<file path="src/hdl/uart_rx_pkg.sv">
/*
  Shared constants of the asynchronous receiver: register offsets, bit
  positions, reset values, write masks, sampling counts and the frame states.
  Assumes a 32-bit AHB-Lite register bus with word-aligned registers.
*/
package uart_rx_pkg;
  // ----------------------------------------
  // bus and register layout
  // ----------------------------------------
  localparam int DATA_W = 32;
  localparam int ADDR_W = 32;
  localparam logic [7:0] OFF_RCV_STAT = 8'h00;
  localparam logic [7:0] OFF_RCV_DATA = 8'h04;
  localparam logic [7:0] OFF_TX_STAT = 8'h08;
  localparam logic [7:0] OFF_BAUD_CTL = 8'h0c;
  localparam logic [7:0] OFF_DIV_HI = 8'h10;
  localparam logic [7:0] OFF_DIV_LO = 8'h14;
  localparam logic [7:0] OFF_IRQ_CTL = 8'h18;
  // receive_status_control bits
  localparam int RS_PORT_EN = 7;
  localparam int RS_NINE_EN = 6;
  localparam int RS_CONT_EN = 4;
  localparam int RS_ADDR_EN = 3;
  // transmit_status_control bits
  localparam int TS_SYNC = 4;
  localparam int TS_HIGH_SPEED = 2;
  // baud_control bits
  localparam int BC_WIDE = 3;
  localparam int BC_WAKE = 1;
  // receive interrupt control bits
  localparam int IC_ENABLE = 0;
  // reset values and write masks
  localparam logic [7:0] RCV_STAT_RST = 8'h00;
  localparam logic [7:0] RCV_STAT_WMASK = 8'hf8;
  localparam logic [7:0] TX_STAT_RST = 8'h00;
  localparam logic [7:0] TX_STAT_WMASK = 8'hfd;
  localparam logic [7:0] BAUD_CTL_RST = 8'h00;
  localparam logic [7:0] BAUD_CTL_WMASK = 8'h39;
  localparam logic [7:0] DIV_RST = 8'h00;
  // ----------------------------------------
  // sampling counts
  // ----------------------------------------
  localparam logic [3:0] PHASE_MID = 4'h8;
  localparam logic [3:0] PHASE_LAST = 4'hf;
  localparam logic [1:0] X64_PRESCALE = 2'h3;
  localparam logic [3:0] BITS8_LAST = 4'h7;
  localparam logic [3:0] BITS9_LAST = 4'h8;

  typedef enum logic [1:0] {
    ST_IDLE = 2'b00,
    ST_START = 2'b01,
    ST_DATA = 2'b10,
    ST_STOP = 2'b11
  } rx_state_t;
endpackage

</file>
<file path="src/hdl/rx_tick_if.sv">
/*
  Carrier between baud generator, line sampler and receiver core.
  Assumes all three run on clk_sys.
*/
`timescale 1ns/10ps
`default_nettype none
interface rx_tick_if;
  logic tick16;
  logic rxLevel;
  logic rxVote;
  logic fallEdge;
  logic riseEdge;
  modport gen(output tick16);
  modport smp(input tick16, output rxLevel, rxVote, fallEdge, riseEdge);
  modport core(input tick16, rxLevel, rxVote, fallEdge, riseEdge);
endinterface
`default_nettype wire

</file>
<file path="src/hdl/async_uart_receiver_wake.sv">
/*
  Asynchronous serial receiver with address detect and auto-wake-up,
  registers on an AHB-Lite slave. Assumes one clock clk_sys at 50 MHz,
  the bus hready looped from hreadyout, and sleepActive from the core.
*/
// The AHB-Lite interface to the registers and the register addresses were chosen for this implementation.
// Notes on behaviour
// line sampled at sixteen times bit rate; shifter advances once per bit
// async receive runs when sync-mode clear and port enable set
// nine-bit enable gives nine data bits; ninth readable in status register
// characters accepted only while continuous receive enable is set
// completion sets receive flag; interrupt request only when enabled
// low eight data bits delivered through the receive data register
// errors stay latched until continuous receive enable is cleared
// address detect in nine-bit mode drops non-address characters
// ninth bit one marks an address; it loads and sets the flag
// in sleep the generator stops and no character is received
// wake enable (baud control bit 1) holds receiver idle, watches line
// with wake enabled, a falling line edge sets the receive flag
// wake interrupt raised in normal operation and in sleep alike
// reading receive data register clears the pending receive flag
// first rising edge after wake event clears wake enable itself
// software discards the data read after a wake event
// sender's first character after wake is all zero bits
// sender leaves enough break and idle time for oscillator start
// software checks receiver idle before setting wake enable
// frame: one start, eight or nine data bits LSB first, one stop
// generator runs at x16 or x64 bit rate by speed selects
// sync-mode select is bit 4 of transmit status register
`timescale 1ns/10ps
`default_nettype none
module async_uart_receiver_wake (
  // clock and reset
  input wire logic clk_sys,
  input wire logic nrst,
  // AHB-Lite slave
  input wire logic hsel,
  input wire logic [uart_rx_pkg::ADDR_W-1:0] haddr,
  input wire logic [1:0] htrans,
  input wire logic hwrite,
  input wire logic [2:0] hsize,
  input wire logic [uart_rx_pkg::DATA_W-1:0] hwdata,
  input wire logic hready,
  output logic [uart_rx_pkg::DATA_W-1:0] hrdata,
  output logic hreadyout,
  output logic hresp,
  // serial line and system
  input wire logic rxPin,
  input wire logic sleepActive,
  output logic rxIrqReq
);
  import uart_rx_pkg::*;

  // ----------------------------------------
  // state
  // ----------------------------------------
  rx_tick_if tk();
  logic [7:0] rcsCtl_q;
  logic [7:0] txCtl_q;
  logic [7:0] baudCtl_q;
  logic [7:0] divHi_q;
  logic [7:0] divLo_q;
  logic irqEn_q;
  logic wue_q;
  logic wakeSeen_q;
  logic flag_q;
  logic framing_error_flag_q;
  logic overrun_error_flag_q;
  logic ninth_q;
  logic [7:0] rxData_q;
  logic pend_q;
  logic pendWr_q;
  logic [7:0] pendAddr_q;
  logic [DATA_W-1:0] hrdata_q;
  logic hreadyout_q;
  logic hresp_q;
  logic rxIrqReq_q;
  rx_state_t state_q, state_d;
  logic [3:0] phase_q, phase_d;
  logic [3:0] bitCnt_q, bitCnt_d;
  logic [8:0] shift_q, shift_d;

  function automatic logic hits(input logic [7:0] a, input logic [7:0] off);
    return a == off;
  endfunction

  // ----------------------------------------
  // bus decode
  // ----------------------------------------
  wire accept = hsel & htrans[1] & hready;
  wire wrAct = pend_q & pendWr_q;
  wire rdAct = pend_q & ~pendWr_q;
  wire [7:0] wb = hwdata[7:0];
  wire wrRcs = wrAct & hits(pendAddr_q, OFF_RCV_STAT);
  wire wrTx = wrAct & hits(pendAddr_q, OFF_TX_STAT);
  wire wrBaud = wrAct & hits(pendAddr_q, OFF_BAUD_CTL);
  wire wrHi = wrAct & hits(pendAddr_q, OFF_DIV_HI);
  wire wrLo = wrAct & hits(pendAddr_q, OFF_DIV_LO);
  wire wrIrq = wrAct & hits(pendAddr_q, OFF_IRQ_CTL);
  wire rdData = rdAct & hits(pendAddr_q, OFF_RCV_DATA);

  // ----------------------------------------
  // mode decode
  // ----------------------------------------
  wire asyncOn = rcsCtl_q[RS_PORT_EN] & ~txCtl_q[TS_SYNC];
  wire nineEn = rcsCtl_q[RS_NINE_EN];
  wire crenOn = rcsCtl_q[RS_CONT_EN];
  wire rxEn = asyncOn & crenOn & ~wue_q & ~sleepActive & ~overrun_error_flag_q;
  wire brgRun = asyncOn & ~sleepActive;
  wire [15:0] divisor = baudCtl_q[BC_WIDE] ? {divHi_q, divLo_q} : {8'h00, divLo_q};
  wire atMid = (phase_q == PHASE_MID);
  wire atLast = (phase_q == PHASE_LAST);
  wire [3:0] lastBit = nineEn ? BITS9_LAST : BITS8_LAST;
  wire charDone = rxEn & tk.tick16 & (state_q == ST_STOP) & atMid;
  wire [7:0] dataByte = nineEn ? shift_q[7:0] : shift_q[8:1];
  wire ninthBit = nineEn & shift_q[8];
  wire addrDrop = nineEn & rcsCtl_q[RS_ADDR_EN] & ~ninthBit;
  wire keepChar = charDone & ~addrDrop;
  wire loadChar = keepChar & ~flag_q;
  wire overrun = keepChar & flag_q;
  wire wakeEvent = asyncOn & wue_q & ~wakeSeen_q & tk.fallEdge;
  wire wakeDone = wue_q & wakeSeen_q & tk.riseEdge;
  wire errClr = wrRcs & ~wb[RS_CONT_EN];
  wire flagSet = loadChar | wakeEvent;
  // a wake event in the cycle of the read keeps the flag set
  wire flag_d = flagSet | (flag_q & ~rdData);
  wire receiver_idle_status = (state_q == ST_IDLE);
  wire [7:0] rcsRead = {rcsCtl_q[7:3], framing_error_flag_q, overrun_error_flag_q, ninth_q};
  wire [7:0] txRead = {txCtl_q[7:2], 1'b1, txCtl_q[0]};
  wire [7:0] baudRead = {1'b0, receiver_idle_status, baudCtl_q[5:3], 1'b0, wue_q, baudCtl_q[0]};
  wire [7:0] rdMux =
    hits(pendAddr_q, OFF_RCV_STAT) ? rcsRead :
    hits(pendAddr_q, OFF_RCV_DATA) ? rxData_q :
    hits(pendAddr_q, OFF_TX_STAT) ? txRead :
    hits(pendAddr_q, OFF_BAUD_CTL) ? baudRead :
    hits(pendAddr_q, OFF_DIV_HI) ? divHi_q :
    hits(pendAddr_q, OFF_DIV_LO) ? divLo_q :
    hits(pendAddr_q, OFF_IRQ_CTL) ? {6'h00, flag_q, irqEn_q} : 8'h00;

  // ----------------------------------------
  // sub-blocks
  // ----------------------------------------
  baud_tick_gen u_gen (
    .clk_sys(clk_sys),
    .nrst(nrst),
    .run(brgRun),
    .divisor(divisor),
    .wideSel(baudCtl_q[BC_WIDE]),
    .highSel(txCtl_q[TS_HIGH_SPEED]),
    .tk(tk.gen)
  );

  rx_line_sampler u_smp (
    .clk_sys(clk_sys),
    .nrst(nrst),
    .rxPin(rxPin),
    .tk(tk.smp)
  );

  // ----------------------------------------
  // AHB-Lite slave: one wait state per transfer
  // ----------------------------------------
  always_ff @(posedge clk_sys or negedge nrst) begin
    if (!nrst) begin
      pend_q <= 1'b0;
      pendWr_q <= 1'b0;
      pendAddr_q <= 8'h00;
      hreadyout_q <= 1'b1;
      hrdata_q <= '0;
    end else begin
      pend_q <= accept;
      hreadyout_q <= ~accept;
      if (accept) begin
        pendWr_q <= hwrite;
        pendAddr_q <= haddr[7:0];
      end
      if (rdAct) begin
        hrdata_q <= {24'h000000, rdMux};
      end
    end
  end

  always_ff @(posedge clk_sys or negedge nrst) begin
    if (!nrst) begin
      hresp_q <= 1'b0;
    end else begin
      hresp_q <= 1'b0;
    end
  end

  // ----------------------------------------
  // configuration registers
  // ----------------------------------------
  always_ff @(posedge clk_sys or negedge nrst) begin
    if (!nrst) begin
      rcsCtl_q <= RCV_STAT_RST;
      txCtl_q <= TX_STAT_RST;
      baudCtl_q <= BAUD_CTL_RST;
      divHi_q <= DIV_RST;
      divLo_q <= DIV_RST;
      irqEn_q <= 1'b0;
    end else begin
      if (wrRcs) rcsCtl_q <= wb & RCV_STAT_WMASK;
      if (wrTx) txCtl_q <= wb & TX_STAT_WMASK;
      if (wrBaud) baudCtl_q <= wb & BAUD_CTL_WMASK;
      if (wrHi) divHi_q <= wb;
      if (wrLo) divLo_q <= wb;
      if (wrIrq) irqEn_q <= wb[IC_ENABLE];
    end
  end

  // ----------------------------------------
  // wake-up control
  // ----------------------------------------
  // a software write to baud control in the same cycle takes priority
  always_ff @(posedge clk_sys or negedge nrst) begin
    if (!nrst) begin
      wue_q <= 1'b0;
      wakeSeen_q <= 1'b0;
    end else begin
      if (wrBaud) wue_q <= wb[BC_WAKE];
      else if (wakeDone) wue_q <= 1'b0;
      if (!wue_q || wakeDone) wakeSeen_q <= 1'b0;
      else if (wakeEvent) wakeSeen_q <= 1'b1;
    end
  end

  // ----------------------------------------
  // frame state machine
  // ----------------------------------------
  always_comb begin
    state_d = state_q;
    phase_d = phase_q;
    bitCnt_d = bitCnt_q;
    shift_d = shift_q;
    if (!rxEn) begin
      state_d = ST_IDLE;
      phase_d = 4'h0;
    end else if (tk.tick16) begin
      phase_d = phase_q + 4'h1;
      unique case (state_q)
        ST_IDLE: begin
          phase_d = 4'h0;
          if (!tk.rxLevel) state_d = ST_START;
        end
        ST_START: begin
          if (atMid && tk.rxVote) state_d = ST_IDLE;
          else if (atLast) state_d = ST_DATA;
          bitCnt_d = 4'h0;
        end
        ST_DATA: begin
          if (atMid) shift_d = {tk.rxVote, shift_q[8:1]};
          if (atLast) begin
            bitCnt_d = bitCnt_q + 4'h1;
            if (bitCnt_q == lastBit) state_d = ST_STOP;
          end
        end
        ST_STOP: begin
          if (atMid) state_d = ST_IDLE;
        end
      endcase
    end
  end

  always_ff @(posedge clk_sys or negedge nrst) begin
    if (!nrst) begin
      state_q <= ST_IDLE;
      phase_q <= 4'h0;
      bitCnt_q <= 4'h0;
      shift_q <= 9'h000;
    end else begin
      state_q <= state_d;
      phase_q <= phase_d;
      bitCnt_q <= bitCnt_d;
      shift_q <= shift_d;
    end
  end

  // ----------------------------------------
  // receive buffer, flag and errors
  // ----------------------------------------
  always_ff @(posedge clk_sys or negedge nrst) begin
    if (!nrst) begin
      rxData_q <= 8'h00;
      ninth_q <= 1'b0;
      flag_q <= 1'b0;
      framing_error_flag_q <= 1'b0;
      overrun_error_flag_q <= 1'b0;
      rxIrqReq_q <= 1'b0;
    end else begin
      if (loadChar) begin
        rxData_q <= dataByte;
        ninth_q <= ninthBit;
      end
      flag_q <= flag_d;
      framing_error_flag_q <= (loadChar & ~tk.rxVote) | (framing_error_flag_q & ~errClr);
      overrun_error_flag_q <= overrun | (overrun_error_flag_q & ~errClr);
      rxIrqReq_q <= flag_d & irqEn_q;
    end
  end

  assign hrdata = hrdata_q;
  assign hreadyout = hreadyout_q;
  assign hresp = hresp_q;
  assign rxIrqReq = rxIrqReq_q;
endmodule // async_uart_receiver_wake
`default_nettype wire

</file>
<file path="src/hdl/baud_tick_gen.sv">
/*
  Baud rate generator: divisor counter plus x64 prescale, one-cycle enable
  at sixteen times the bit rate. Assumes divisor and mode bits are static
  while run is high.
*/
`timescale 1ns/10ps
`default_nettype none
module baud_tick_gen
  import uart_rx_pkg::*;
(
  // clock and reset
  input wire logic clk_sys,
  input wire logic nrst,
  // configuration
  input wire logic run,
  input wire logic [15:0] divisor,
  input wire logic wideSel,
  input wire logic highSel,
  // ticks out
  rx_tick_if.gen tk
);
  logic [15:0] cnt_q;
  logic [1:0] pre_q;
  logic tick_q;
  wire reload = (cnt_q == 16'h0000);
  // slow mode runs the generator at x64 and divides by four for sampling
  wire x64Mode = ~wideSel & ~highSel;
  wire preWrap = ~x64Mode | (pre_q == X64_PRESCALE);

  always_ff @(posedge clk_sys or negedge nrst) begin
    if (!nrst) begin
      cnt_q <= 16'h0000;
      pre_q <= 2'h0;
      tick_q <= 1'b0;
    end else if (!run) begin
      cnt_q <= divisor;
      pre_q <= 2'h0;
      tick_q <= 1'b0;
    end else begin
      tick_q <= reload & preWrap;
      if (reload) begin
        cnt_q <= divisor;
        pre_q <= preWrap ? 2'h0 : pre_q + 2'h1;
      end else begin
        cnt_q <= cnt_q - 16'h0001;
      end
    end
  end

  assign tk.tick16 = tick_q;
endmodule // baud_tick_gen
`default_nettype wire

</file>
<file path="src/hdl/rx_line_sampler.sv">
/*
  Receive line synchroniser, edge detector and three-sample majority vote
  taken on each x16 tick. Assumes rxPin is asynchronous to clk_sys.
*/
`timescale 1ns/10ps
`default_nettype none
module rx_line_sampler (
  // clock and reset
  input wire logic clk_sys,
  input wire logic nrst,
  // serial line
  input wire logic rxPin,
  // sampled view
  rx_tick_if.smp tk
);
  logic sync1_q;
  logic sync2_q;
  logic dly_q;
  logic [2:0] win_q;

  function automatic logic majority(input logic [2:0] s);
    return (s[0] & s[1]) | (s[1] & s[2]) | (s[0] & s[2]);
  endfunction

  // idle line is high, so reset to high to avoid a false start
  always_ff @(posedge clk_sys or negedge nrst) begin
    if (!nrst) begin
      sync1_q <= 1'b1;
      sync2_q <= 1'b1;
      dly_q <= 1'b1;
      win_q <= 3'h7;
    end else begin
      sync1_q <= rxPin;
      sync2_q <= sync1_q;
      dly_q <= sync2_q;
      if (tk.tick16) begin
        win_q <= {win_q[1:0], sync2_q};
      end
    end
  end

  assign tk.rxLevel = sync2_q;
  assign tk.rxVote = majority(win_q);
  assign tk.fallEdge = dly_q & ~sync2_q;
  assign tk.riseEdge = ~dly_q & sync2_q;
endmodule // rx_line_sampler
`default_nettype wire

</file>
<file path="config.mk">
export PLATFORM = sky130hd
export DESIGN_NAME = async_uart_receiver_wake
export DESIGN_NICKNAME = d
export VERILOG_FILES = /design/src/hdl/uart_rx_pkg.sv /design/src/hdl/rx_tick_if.sv /design/src/hdl/async_uart_receiver_wake.sv /design/src/hdl/baud_tick_gen.sv /design/src/hdl/rx_line_sampler.sv
export SDC_FILE = /design/constraint.sdc
export NUM_CORES = 1
export LEC_CHECK = 0
export BUFFER_PORTS_ARGS = -buffer_cell sky130_fd_sc_hd__buf_2
export CAP_MARGIN = 20
export CORE_MARGIN = 5
export CORE_UTILIZATION = 51
export CTS_CLUSTER_SIZE = 12
export DETAILED_ROUTE_END_ITERATION = 8
export HOLD_SLACK_MARGIN = 0.08
export MAX_ROUTING_LAYER = met4
export PLACE_DENSITY = 0.75
export SETUP_SLACK_MARGIN = 0.1
export SYNTH_ARGS = -nofsm -noshare
export SYNTH_HDL_FRONTEND = slang
export SYNTH_SLANG_ARGS = --single-unit
</file>
<file path="constraint.sdc">
create_clock -name clk_sys -period 5.05 [get_ports clk_sys]
set_input_delay 0.505 -clock clk_sys [delete_from_list [all_inputs] [get_ports clk_sys]]
set_output_delay 0.505 -clock clk_sys [all_outputs]
set_load 0.02 [all_outputs]
</file>
### After elaboration in Yosys (flattened, before gate mapping)

Index checks and enable logic that the tools add are counted.

| cells by class | value |
|---|---|
| add/subtract/negate cells | 4 |
| multipliers | 0 |
| div/mod/pow operators | 0 |
| magnitude comparators | 0 |
| equal/unequal tests | 21 |
| shifts and indexed selects | 0 |
| muxes and demuxes | 34 |
| bitwise logic cells | 70 |
| reduce and logical (&&, ||, !) cells | 12 |

Operator list:

| kind | number |
|---|---|
| two-way mux 8 bit | 7 |
| two-way mux 16 bit | 3 |
| bitwise AND 1 bit | 44 |
| == test 8 x 5 -> 1 bit (second input constant) | 3 |
| two-way mux 2 bit | 12 |
| two-way mux 4 bit | 5 |
| inverter 1 bit | 19 |
| == test 8 x 4 -> 1 bit (second input constant) | 2 |
| zero test 16 bit | 1 |
| subtractor 16 x 1 -> 16 bit (second input constant) | 1 |
| inequality test 3 bit (second input constant) | 4 |
| adder 4 x 1 -> 4 bit (second input constant) | 2 |
| == test 4 bit (second input constant) | 2 |
| == test 8 x 3 -> 1 bit (second input constant) | 1 |
| zero test 8 bit | 1 |
| case mux 2 bit (4 select lines) | 1 |
| case mux 4 bit (2 select lines) | 1 |
| AND reduction 4 bit | 2 |
| bitwise OR 1 bit | 7 |
| == test 2 bit (second input constant) | 3 |
| AND reduction 6 bit | 1 |
| nonzero test 2 bit | 3 |
| two-way mux 1 bit | 5 |
| == test 4 bit | 1 |
| 9 further kinds | 10 |

| storage, ports and cells | value |
|---|---|
| register bits | 111 |
| bits in latches | 0 |
| memory bits (writable) | 0 |
| bits in read-only memories | 0 |
| bits of input ports | 76 |
| output and inout port bits | 35 |
| logic and storage cells | 171 |
| memories kept | 0 |

### Longest topological paths before layout

Gate-level depths: netlist (run 1).

| logic depth | value |
|---|---|
| depth in word-level cells | 14 |
| gate-level depth with buffers | 8 |
| mapped depth without buffers | 7 |

### Hierarchy

From an unflattened synthesis (run 1), not the netlist that was laid out.

| second synthesis, totals | value |
|---|---|
| cells, all modules | 504 |
| area, all modules | 5825.6 µm² |

Modules (own cells, without submodules):

| module | instances | cells each | area each (µm²) |
|---|---|---|---|
| async_uart_receiver_wake | 1 | 395 | 4490.6 |
| baud_tick_gen | 1 | 97 | 1119.8 |
| rx_line_sampler | 1 | 12 | 215.2 |

### Least setup slack after synthesis (run 1)

Ideal clock, no wire load.

| timing path | value |
|---|---|
| path kind | in2reg |
| from | input sleepActive |
| to | register shift_q[0] |
| setup time | 0.125 ns |
| data arrival time | 1.798 ns |
| data required time | 4.925 ns |
| setup slack | 3.127 ns |
| stages | 6 |
| cells stage by stage | nor3b_4 -> nand3_1 -> nor2_2 -> and3_1 -> buf_4 -> mux2_2 |

| on the way | value |
|---|---|
| longest elaborated chain between the ends | 4 |

Ends and longest elaborated chain:

| item | line | source |
|---|---|---|
| start: declaration | async_uart_receiver_wake.sv:49 | `input wire logic sleepActive,` |
| inverter 1 bit | async_uart_receiver_wake.sv:108 | `wire rxEn = asyncOn & crenOn & ~wue_q & ~sleepActive & ~overrun_error_flag_q;` |
| bitwise AND 1 bit (2 in a row) | async_uart_receiver_wake.sv:108 |  |
| AND reduction 4 bit (no source line) | - |  |
| end signal: assignment | async_uart_receiver_wake.sv:275 | `shift_q <= shift_d;` |
| end: declaration | async_uart_receiver_wake.sv:81 | `logic [8:0] shift_q, shift_d;` |

No other way between the ends.
A chain may end at the register's enable or synchronous reset.

### Worst setup path in the final report (run 1)

| timing path | value |
|---|---|
| from | register rcsCtl_q[7] |
| to | register shift_q[6] |

| on the way | value |
|---|---|
| longest elaborated chain between the ends | 6 |

Ends and longest elaborated chain:

| item | line | source |
|---|---|---|
| start: declaration | async_uart_receiver_wake.sv:58 | `logic [7:0] rcsCtl_q;` |
| start signal: assignment | async_uart_receiver_wake.sv:203 | `if (wrRcs) rcsCtl_q <= wb & RCV_STAT_WMASK;` |
| bitwise AND 1 bit | async_uart_receiver_wake.sv:105 | `wire asyncOn = rcsCtl_q[RS_PORT_EN] & ~txCtl_q[TS_SYNC];` |
| bitwise AND 1 bit (4 in a row) | async_uart_receiver_wake.sv:108 |  |
| AND reduction 4 bit (no source line) | - |  |

No other way between the ends.

==> impl_metrics.toml, run 1 <==
[place]
place_congestion = 0.9250
place_ws_ns = 2.548
io_buffers = 33
dp_hpwl_um = 8441

[cts]
cts_setup_buffers = 0
clock-sinks = 111
cts.path.max_buffers = 2
root_buffer = "clkbuf_8"
tritoncts = "done"
cts-resized-gates = 0
clkSlewWorstSetupHoldPaths_ns = 0.11
worstSkewPairLatency_ns = 0.39
cts_hold_buffers = 0
cts-buffers-inserted = 9
htreeDepth = 3

[yosys]
synth-seq-area-share_pct = 49.60
async_reset_ff_share_pct = 100.0
synth_edf_count = 0
yosys_warnings = 0
synth_cell_type_count = 62
netlist_area_um2 = 5618
synth_cells = 523
synth-seq-cells = 111
syn_area_per_cell_um2 = 10.74
synth_ff_type = "dfrtp_1"

[layout]
final_common_cell = "dfrtp_1"
final_cell_mix = "104 x dfrtp_1, 58 x mux2_2, 39 x nand2_1"
fillers = 937
ff_latch_area_um2 = 2786
multi_input_area_um2 = 2576
fin_util_pct = 55.25
area_delta_synth_final_pct = 6.615
final_layout_size_suffix_gt1_share_pct = 23.10
fin_nets = 631

[run_status]
run_status = "finished clean"

[detailed_routing]
wl_um = 11620
dr.pass1.iters = 5
via_per_inst = 5.663
drtAntennaViolNets = 0
drcViolationCount = 0
drtIter0Drc = 268
num_vias = 3936
wire_per_inst_um = 16.72

[timing]
relSlewSlack_pct = 40.33
worst_pin_slew_ns = 0.8884
setup_viol = 0
timing.fmax_ghz = 0.4305
min_period_ns = 2.323
rsz0062_at_grt = "false"
clock_skew_ns = 0.01759
setup_tns_ns = 0
maxSlewViolCount = 0
hold_viol_final = 0
finalCritPeriodShare_pct = 46.00
finalWorstSetupSlack_ns = 2.727

[power_and_ir_drop]
seq_power_share_pct = 55.7
switchingPower_mw = 0.5266
clkPwrFrac_pct = 30.0
pwr-share-comb_pct = 14.3
p_int_mw = 1.286
ir_drop_mv = 0.2286
power_density_nw_per_um2 = 302.7
sw_frac_of_total_pct = 29.05
leakage_nw = 2.672

[setup_path]
setup.worst_path.class = "reg -> reg"
cp-end-kind = "flip-flop"
required_ns = 5.31
startpoint_type = "flip-flop"
cp_max_fo = 9
arrival_ns = 2.59
ff2ff_setup_slack_ns = 2.73

[grt]
antenna_found_initial = 0
grt_pass1_vias = 3868
grt_max_degree = 71
grtUsageTotal_pct = 19.04
grt_overflow_total = 0
grt_first_pass_wirelength_um = 19240

[floorplan]
rows = 38
ios = 111
die_h_um = 115.0
dieArea_um2 = 13210
start_util_pct = 51.82
design.core.area_um2 = 10840
die_w_um = 115.0

[flow_run]
maxCapViolCount = 0

[worst_hold_path]
hold_class = "in -> async"
-- Yosys cell counts, types with 2 or more instances --
| library cell | instances | area [um2] |
|---|---|---|
| dfrtp_1 | 104 | 2603 |
| mux2_2 | 58 | 653.1 |
| nand2_1 | 39 | 146.4 |
| o21ai_0 | 36 | 180.2 |
| nor2_1 | 31 | 116.4 |
| buf_4 | 27 | 202.7 |
| a21oi_1 | 26 | 130.1 |
| nand3_1 | 23 | 115.1 |
| inv_1 | 16 | 60.06 |
| mux2i_1 | 13 | 130.1 |
| nor3_1 | 13 | 65.06 |
| nor2b_1 | 9 | 56.30 |
| nand4_1 | 8 | 50.05 |
| xor2_1 | 8 | 70.07 |
| clkbuf_1 | 7 | 26.28 |
| dfstp_2 | 7 | 183.9 |
| ha_1 | 6 | 75.07 |
| and3_1 | 5 | 31.28 |
| buf_2 | 5 | 25.02 |
| nand2b_1 | 5 | 31.28 |
| o31ai_1 | 5 | 37.54 |
| a31oi_1 | 4 | 25.02 |
| buf_1 | 4 | 15.01 |
| o22ai_1 | 4 | 25.02 |
| xnor2_1 | 4 | 35.03 |
| and2_1 | 3 | 18.77 |
| nand3b_1 | 3 | 22.52 |
| nor3b_1 | 3 | 22.52 |
| nor4_4 | 3 | 63.81 |
| o311ai_0 | 3 | 26.28 |
| a21o_1 | 2 | 15.01 |
| a221oi_1 | 2 | 17.52 |
| nand4b_1 | 2 | 17.52 |
| nor3_4 | 2 | 32.53 |
| nor4_1 | 2 | 12.51 |
| o41ai_1 | 2 | 17.52 |
| or2_2 | 2 | 12.51 |
| or3_1 | 2 | 12.51 |
| or4_1 | 2 | 15.01 |
-- power groups by stage --
| stage | registers (mW) | clock network (mW) | logic (mW) |
|---|---|---|---|
| detailed placement | 1.03 | 0 | 0.259 |
| global placement | 1.02 | 0 | 0.254 |
| floorplan | 1.01 | 0 | 0.195 |
| global route | 1.02 | 0.593 | 0.286 |
| finish | 1.01 | 0.543 | 0.259 |
| CTS | 1.01 | 0.558 | 0.260 |
-- metal layers --
metal	GRT usage, %	wire length (um)
met1	24.16	5089
met2	30.56	5737
met3	4.474	548
met4	5.634	245
met5	-	0
-- layout make-up --
type | instances | share of cell area [%]
tap | 140 | 2.925
multi-input combinational | 375 | 43.01
clock inverter | 3 | 0.8356
sequential | 111 | 46.52
inverter | 16 | 1.003
antenna | 1 | 0.04178
timing repair buffer | 36 | 3.175
clock buffer | 13 | 2.486
-- worst max-delay path, stage by stage (launching register included) --
cell and delay [ns]:
dfrtp_1 0.43, nor3b_4 0.36, nand3_1 0.32, nor2_2 0.26, and3_1 0.45, mux2_2 0.38
-- state kept, by name, indices dropped and copies added (netlist names), 2 cells and up --
signal,flops
baudCtl_q,4
bitCnt_q,4
divHi_q,8
divLo_q,8
hrdata,8
pendAddr_q,8
phase_q,4
rcsCtl_q,5
rxData_q,8
shift_q,9
state_q,2
txCtl_q,7
u_gen.cnt_q,16
u_gen.pre_q,2
u_smp.win_q,3
-- final timing paths --
path                                         startpoint                          to  depth (start not counted)
worst max-delay path            rcsCtl_q[7]$_DFFE_PN0P_      shift_q[6]$_DFFE_PN0P_                          5
worst min-delay path                               nrst      state_q[1]$_DFFE_PN0P_                          1
worst max register to register  rcsCtl_q[7]$_DFFE_PN0P_      shift_q[6]$_DFFE_PN0P_                          5
worst min register to register  u_smp.sync1_q$_DFF_PN1_  u_smp.tk.rxLevel$_DFF_PN1_                          0
max in group asynchronous                          nrst         hreadyout$_DFF_PN1_                          2
min in group clk_sys                              rxPin     u_smp.sync1_q$_DFF_PN1_                          1
-- metrics by stage --
stage / cells / total power [mW] / hold WS [ns] / instance area (um2)
global placement: 678 / 1.278 / 0.3474 / 5788
global route: 694 / 1.897 / 0.1974 / 5987
detailed placement: 678 / 1.285 / 0.3497 / 5788
CTS: 694 / 1.828 / 0.2112 / 5987
floorplan: 547 / 1.206 / 0.2094 / 5708
finish: 695 / 1.813 / 0.2256 / 5989
-- kinds of logic after synthesis --
| kind of cell | after synthesis | synth area share [%] |
|---|---|---|
| buf+inv | 61 | 6.147 |
| xor+xnor | 12 | 1.871 |
| mux | 71 | 13.94 |
| compound gates | 95 | 10.07 |
| flops | 111 | 49.60 |
| other cells | 1 | 0.06675 |
| simple gates | 165 | 16.79 |
| fa+ha+maj | 7 | 1.514 |
No activity file was read; power rests on OpenSTA's default activity.
==> inputs of run 2 (changes only) <==
==> constraint.sdc (replaced) <==
create_clock -name clk_sys -period 2.15 [get_ports clk_sys]
set_input_delay 0.215 -clock clk_sys [delete_from_list [all_inputs] [get_ports clk_sys]]
set_output_delay 0.215 -clock clk_sys [all_outputs]
set_load 0.02 [all_outputs]
==> run 2 against run 1 <==
Die area did not move. First-iteration DRC count fell by 1.9%. Final area rose by 5.1%. Flip-flop and latch count did not move. Clock skew fell by 0.0040 ns. Power rose by 140%. Maximum frequency rose by 19%. Critical path depth did not move. Largest power group unchanged.
==> impl_metrics.toml, run 2 (synthesis gave the netlist of run 1 again) <==
[cts]
cts-buffers-inserted = 9
worstSkewPairLatency_ns = 0.37
cts.path.max_buffers = 2
htreeDepth = 3
tritoncts = "done"
clock-sinks = 111
root_buffer = "clkbuf_8"
clkSlewWorstSetupHoldPaths_ns = 0.11

[layout]
final_layout_size_suffix_gt1_share_pct = 26.45
num_antenna_cells = 0
largest-register = "u_gen.cnt_q"
fin_nets = 663
largestRegisters = "u_gen.cnt_q: 16 flops, shift_q: 9 flops"
final_cell_mix = "104 x dfrtp_1, 58 x mux2_2, 39 x nand2_1"
final_common_cell = "dfrtp_1"
finalNonFillerCells = 726
area_delta_synth_final_pct = 12.05
largest_reg_flops = 16

[timing]
min_period_ns = 1.949
setup_viol = 0
setup_tns_ns = 0
rsz0062_at_grt = "false"
worst_pin_slew_ns = 0.6862
relSlewSlack_pct = 54.26
hold_viol_final = 0
timing.fmax_ghz = 0.5131
maxSlewViolCount = 0
finalCritPeriodShare_pct = 90.65
clock_skew_ns = 0.01364

[place]
dp_hpwl_um = 9154
place_inst = 698
place_congestion = 0.9008
io_buffers = 33

[grt]
grtUsageTotal_pct = 19.74
grt_overflow_total = 0
antenna_found_initial = 0
grt_pass1_vias = 4041
grt_first_pass_wirelength_um = 20110
grt_max_degree = 54

[power_and_ir_drop]
power_density_nw_per_um2 = 685.7
sw_frac_of_total_pct = 28.89
clkPwrFrac_pct = 29.0
leakage_nw = 2.844
seq_power_share_pct = 54.3
power_mw = 4.316
ir_drop_mv = 0.5044
p_int_mw = 3.069
pwr-share-comb_pct = 16.7
switchingPower_mw = 1.247

[detailed_routing]
drtAntennaViolNets = 0
num_vias = 4102
drcViolationCount = 0
wl_um = 12280
drtIter0Drc = 263
via_per_inst = 5.650
dr.pass1.iters = 5
wire_per_inst_um = 16.91

[setup_path]
cp-end-kind = "flip-flop"
startpoint_type = "flip-flop"
setup.worst_path.class = "reg -> reg"
required_ns = 2.40
arrival_ns = 2.20
cp_max_fo = 9

[floorplan]
start_util_pct = 51.82
die_w_um = 115.0
rows = 38
ios = 111
die_h_um = 115.0
design.core.area_um2 = 10840
dieArea_um2 = 13210

[worst_hold_path]
hold_class = "in -> reg"

[flow_run]
maxCapViolCount = 0

[run_status]
run_status = "finished clean"
[run 2: cell count changes in the layout (fill, tap and decap cells not counted), moves of 2 or more]
cell           before  now
buf_4               4   23
dlygate4sd3_1       0   10
buf_12              0    2
clkbuf_1            3    1
clkinv_2            0    2
[run 2: worst paths after layout]
kind | startpoint | endpoint | slack [ns] | depth (start not counted)
min in group asynchronous | nrst | phase_q[1]$_DFFE_PN0P_ | 0.45 | 2
worst min register to register | u_smp.sync1_q$_DFF_PN1_ | u_smp.tk.rxLevel$_DFF_PN1_ | 0.36 | 0
worst min-delay path | hwrite | pendWr_q$_DFFE_PN0P_ | 0.09 | 2
max in group asynchronous | nrst | hreadyout$_DFF_PN1_ | 0.97 | 3
worst max-delay path | wue_q$_DFFE_PN0P_ | shift_q[3]$_DFFE_PN0P_ | 0.20 | 5
worst max register to register | wue_q$_DFFE_PN0P_ | shift_q[3]$_DFFE_PN0P_ | 0.20 | 5
[run 2: per-stage QoR]
stage | utilization, % | setup slack [ns] | instance area, um2 | hold WS (ns)
floorplan | - | 0.3058 | 5708 | -0.08059
global placement | 55.01 | 0.1354 | 5963 | 0.3057
detailed placement | 55.01 | 0.1042 | 5963 | 0.2995
CTS | 57.81 | 0.1477 | 6267 | 0.08086
global route | 58.07 | 0.1108 | 6295 | 0.08801
finish | 58.07 | 0.2011 | 6295 | 0.08765
[run 2: repair_timing]
action / in CTS / in global routing
hold buffers: 10 / 0
pin swaps: 0 / 1
setup endpoints to repair: 1 / 9
hold endpoints to repair: 52 / 0
buffers inserted: 0 / 2
gates resized for setup: 1 / 3
[run 2: power groups by stage]
stage	Sequential, mW	Combinational [mW]	Clock, mW
3_3_place_gp	2.37	0.687	0
2_1_floorplan	2.38	0.459	0
5_1_grt	2.36	0.787	1.38
4_1_cts	2.34	0.721	1.28
3_5_place_dp	2.38	0.705	0
6_report	2.34	0.721	1.25
[run 2: final cells by class]
class | instances | area (um2)
Timing Repair Buffer | 68 | 484.2
Multi-Input combinational cell | 375 | 2590
Sequential cell | 111 | 2786
Tap cell | 140 | 175.2
Inverter | 16 | 60.06
Clock inverter | 5 | 57.56
Clock buffer | 11 | 141.4
Fill cell | 902 | 4546
[run 2: worst max-delay path: stages (launching register included)]
cell and delay [ns]:
dfrtp_1 0.45, nor2_1 0.25, nand3_1 0.16, nor2_2 0.14
and3_1 0.44, mux2_2 0.39
[run 2: per-layer routing]
metal	wire length, um	track usage, %	vias up
met5	0	-	-
met1	5288	25.36	2037
li1	-	-	1935
met4	257	6.495	0
met3	513	2.895	23
met2	6220	32.29	107
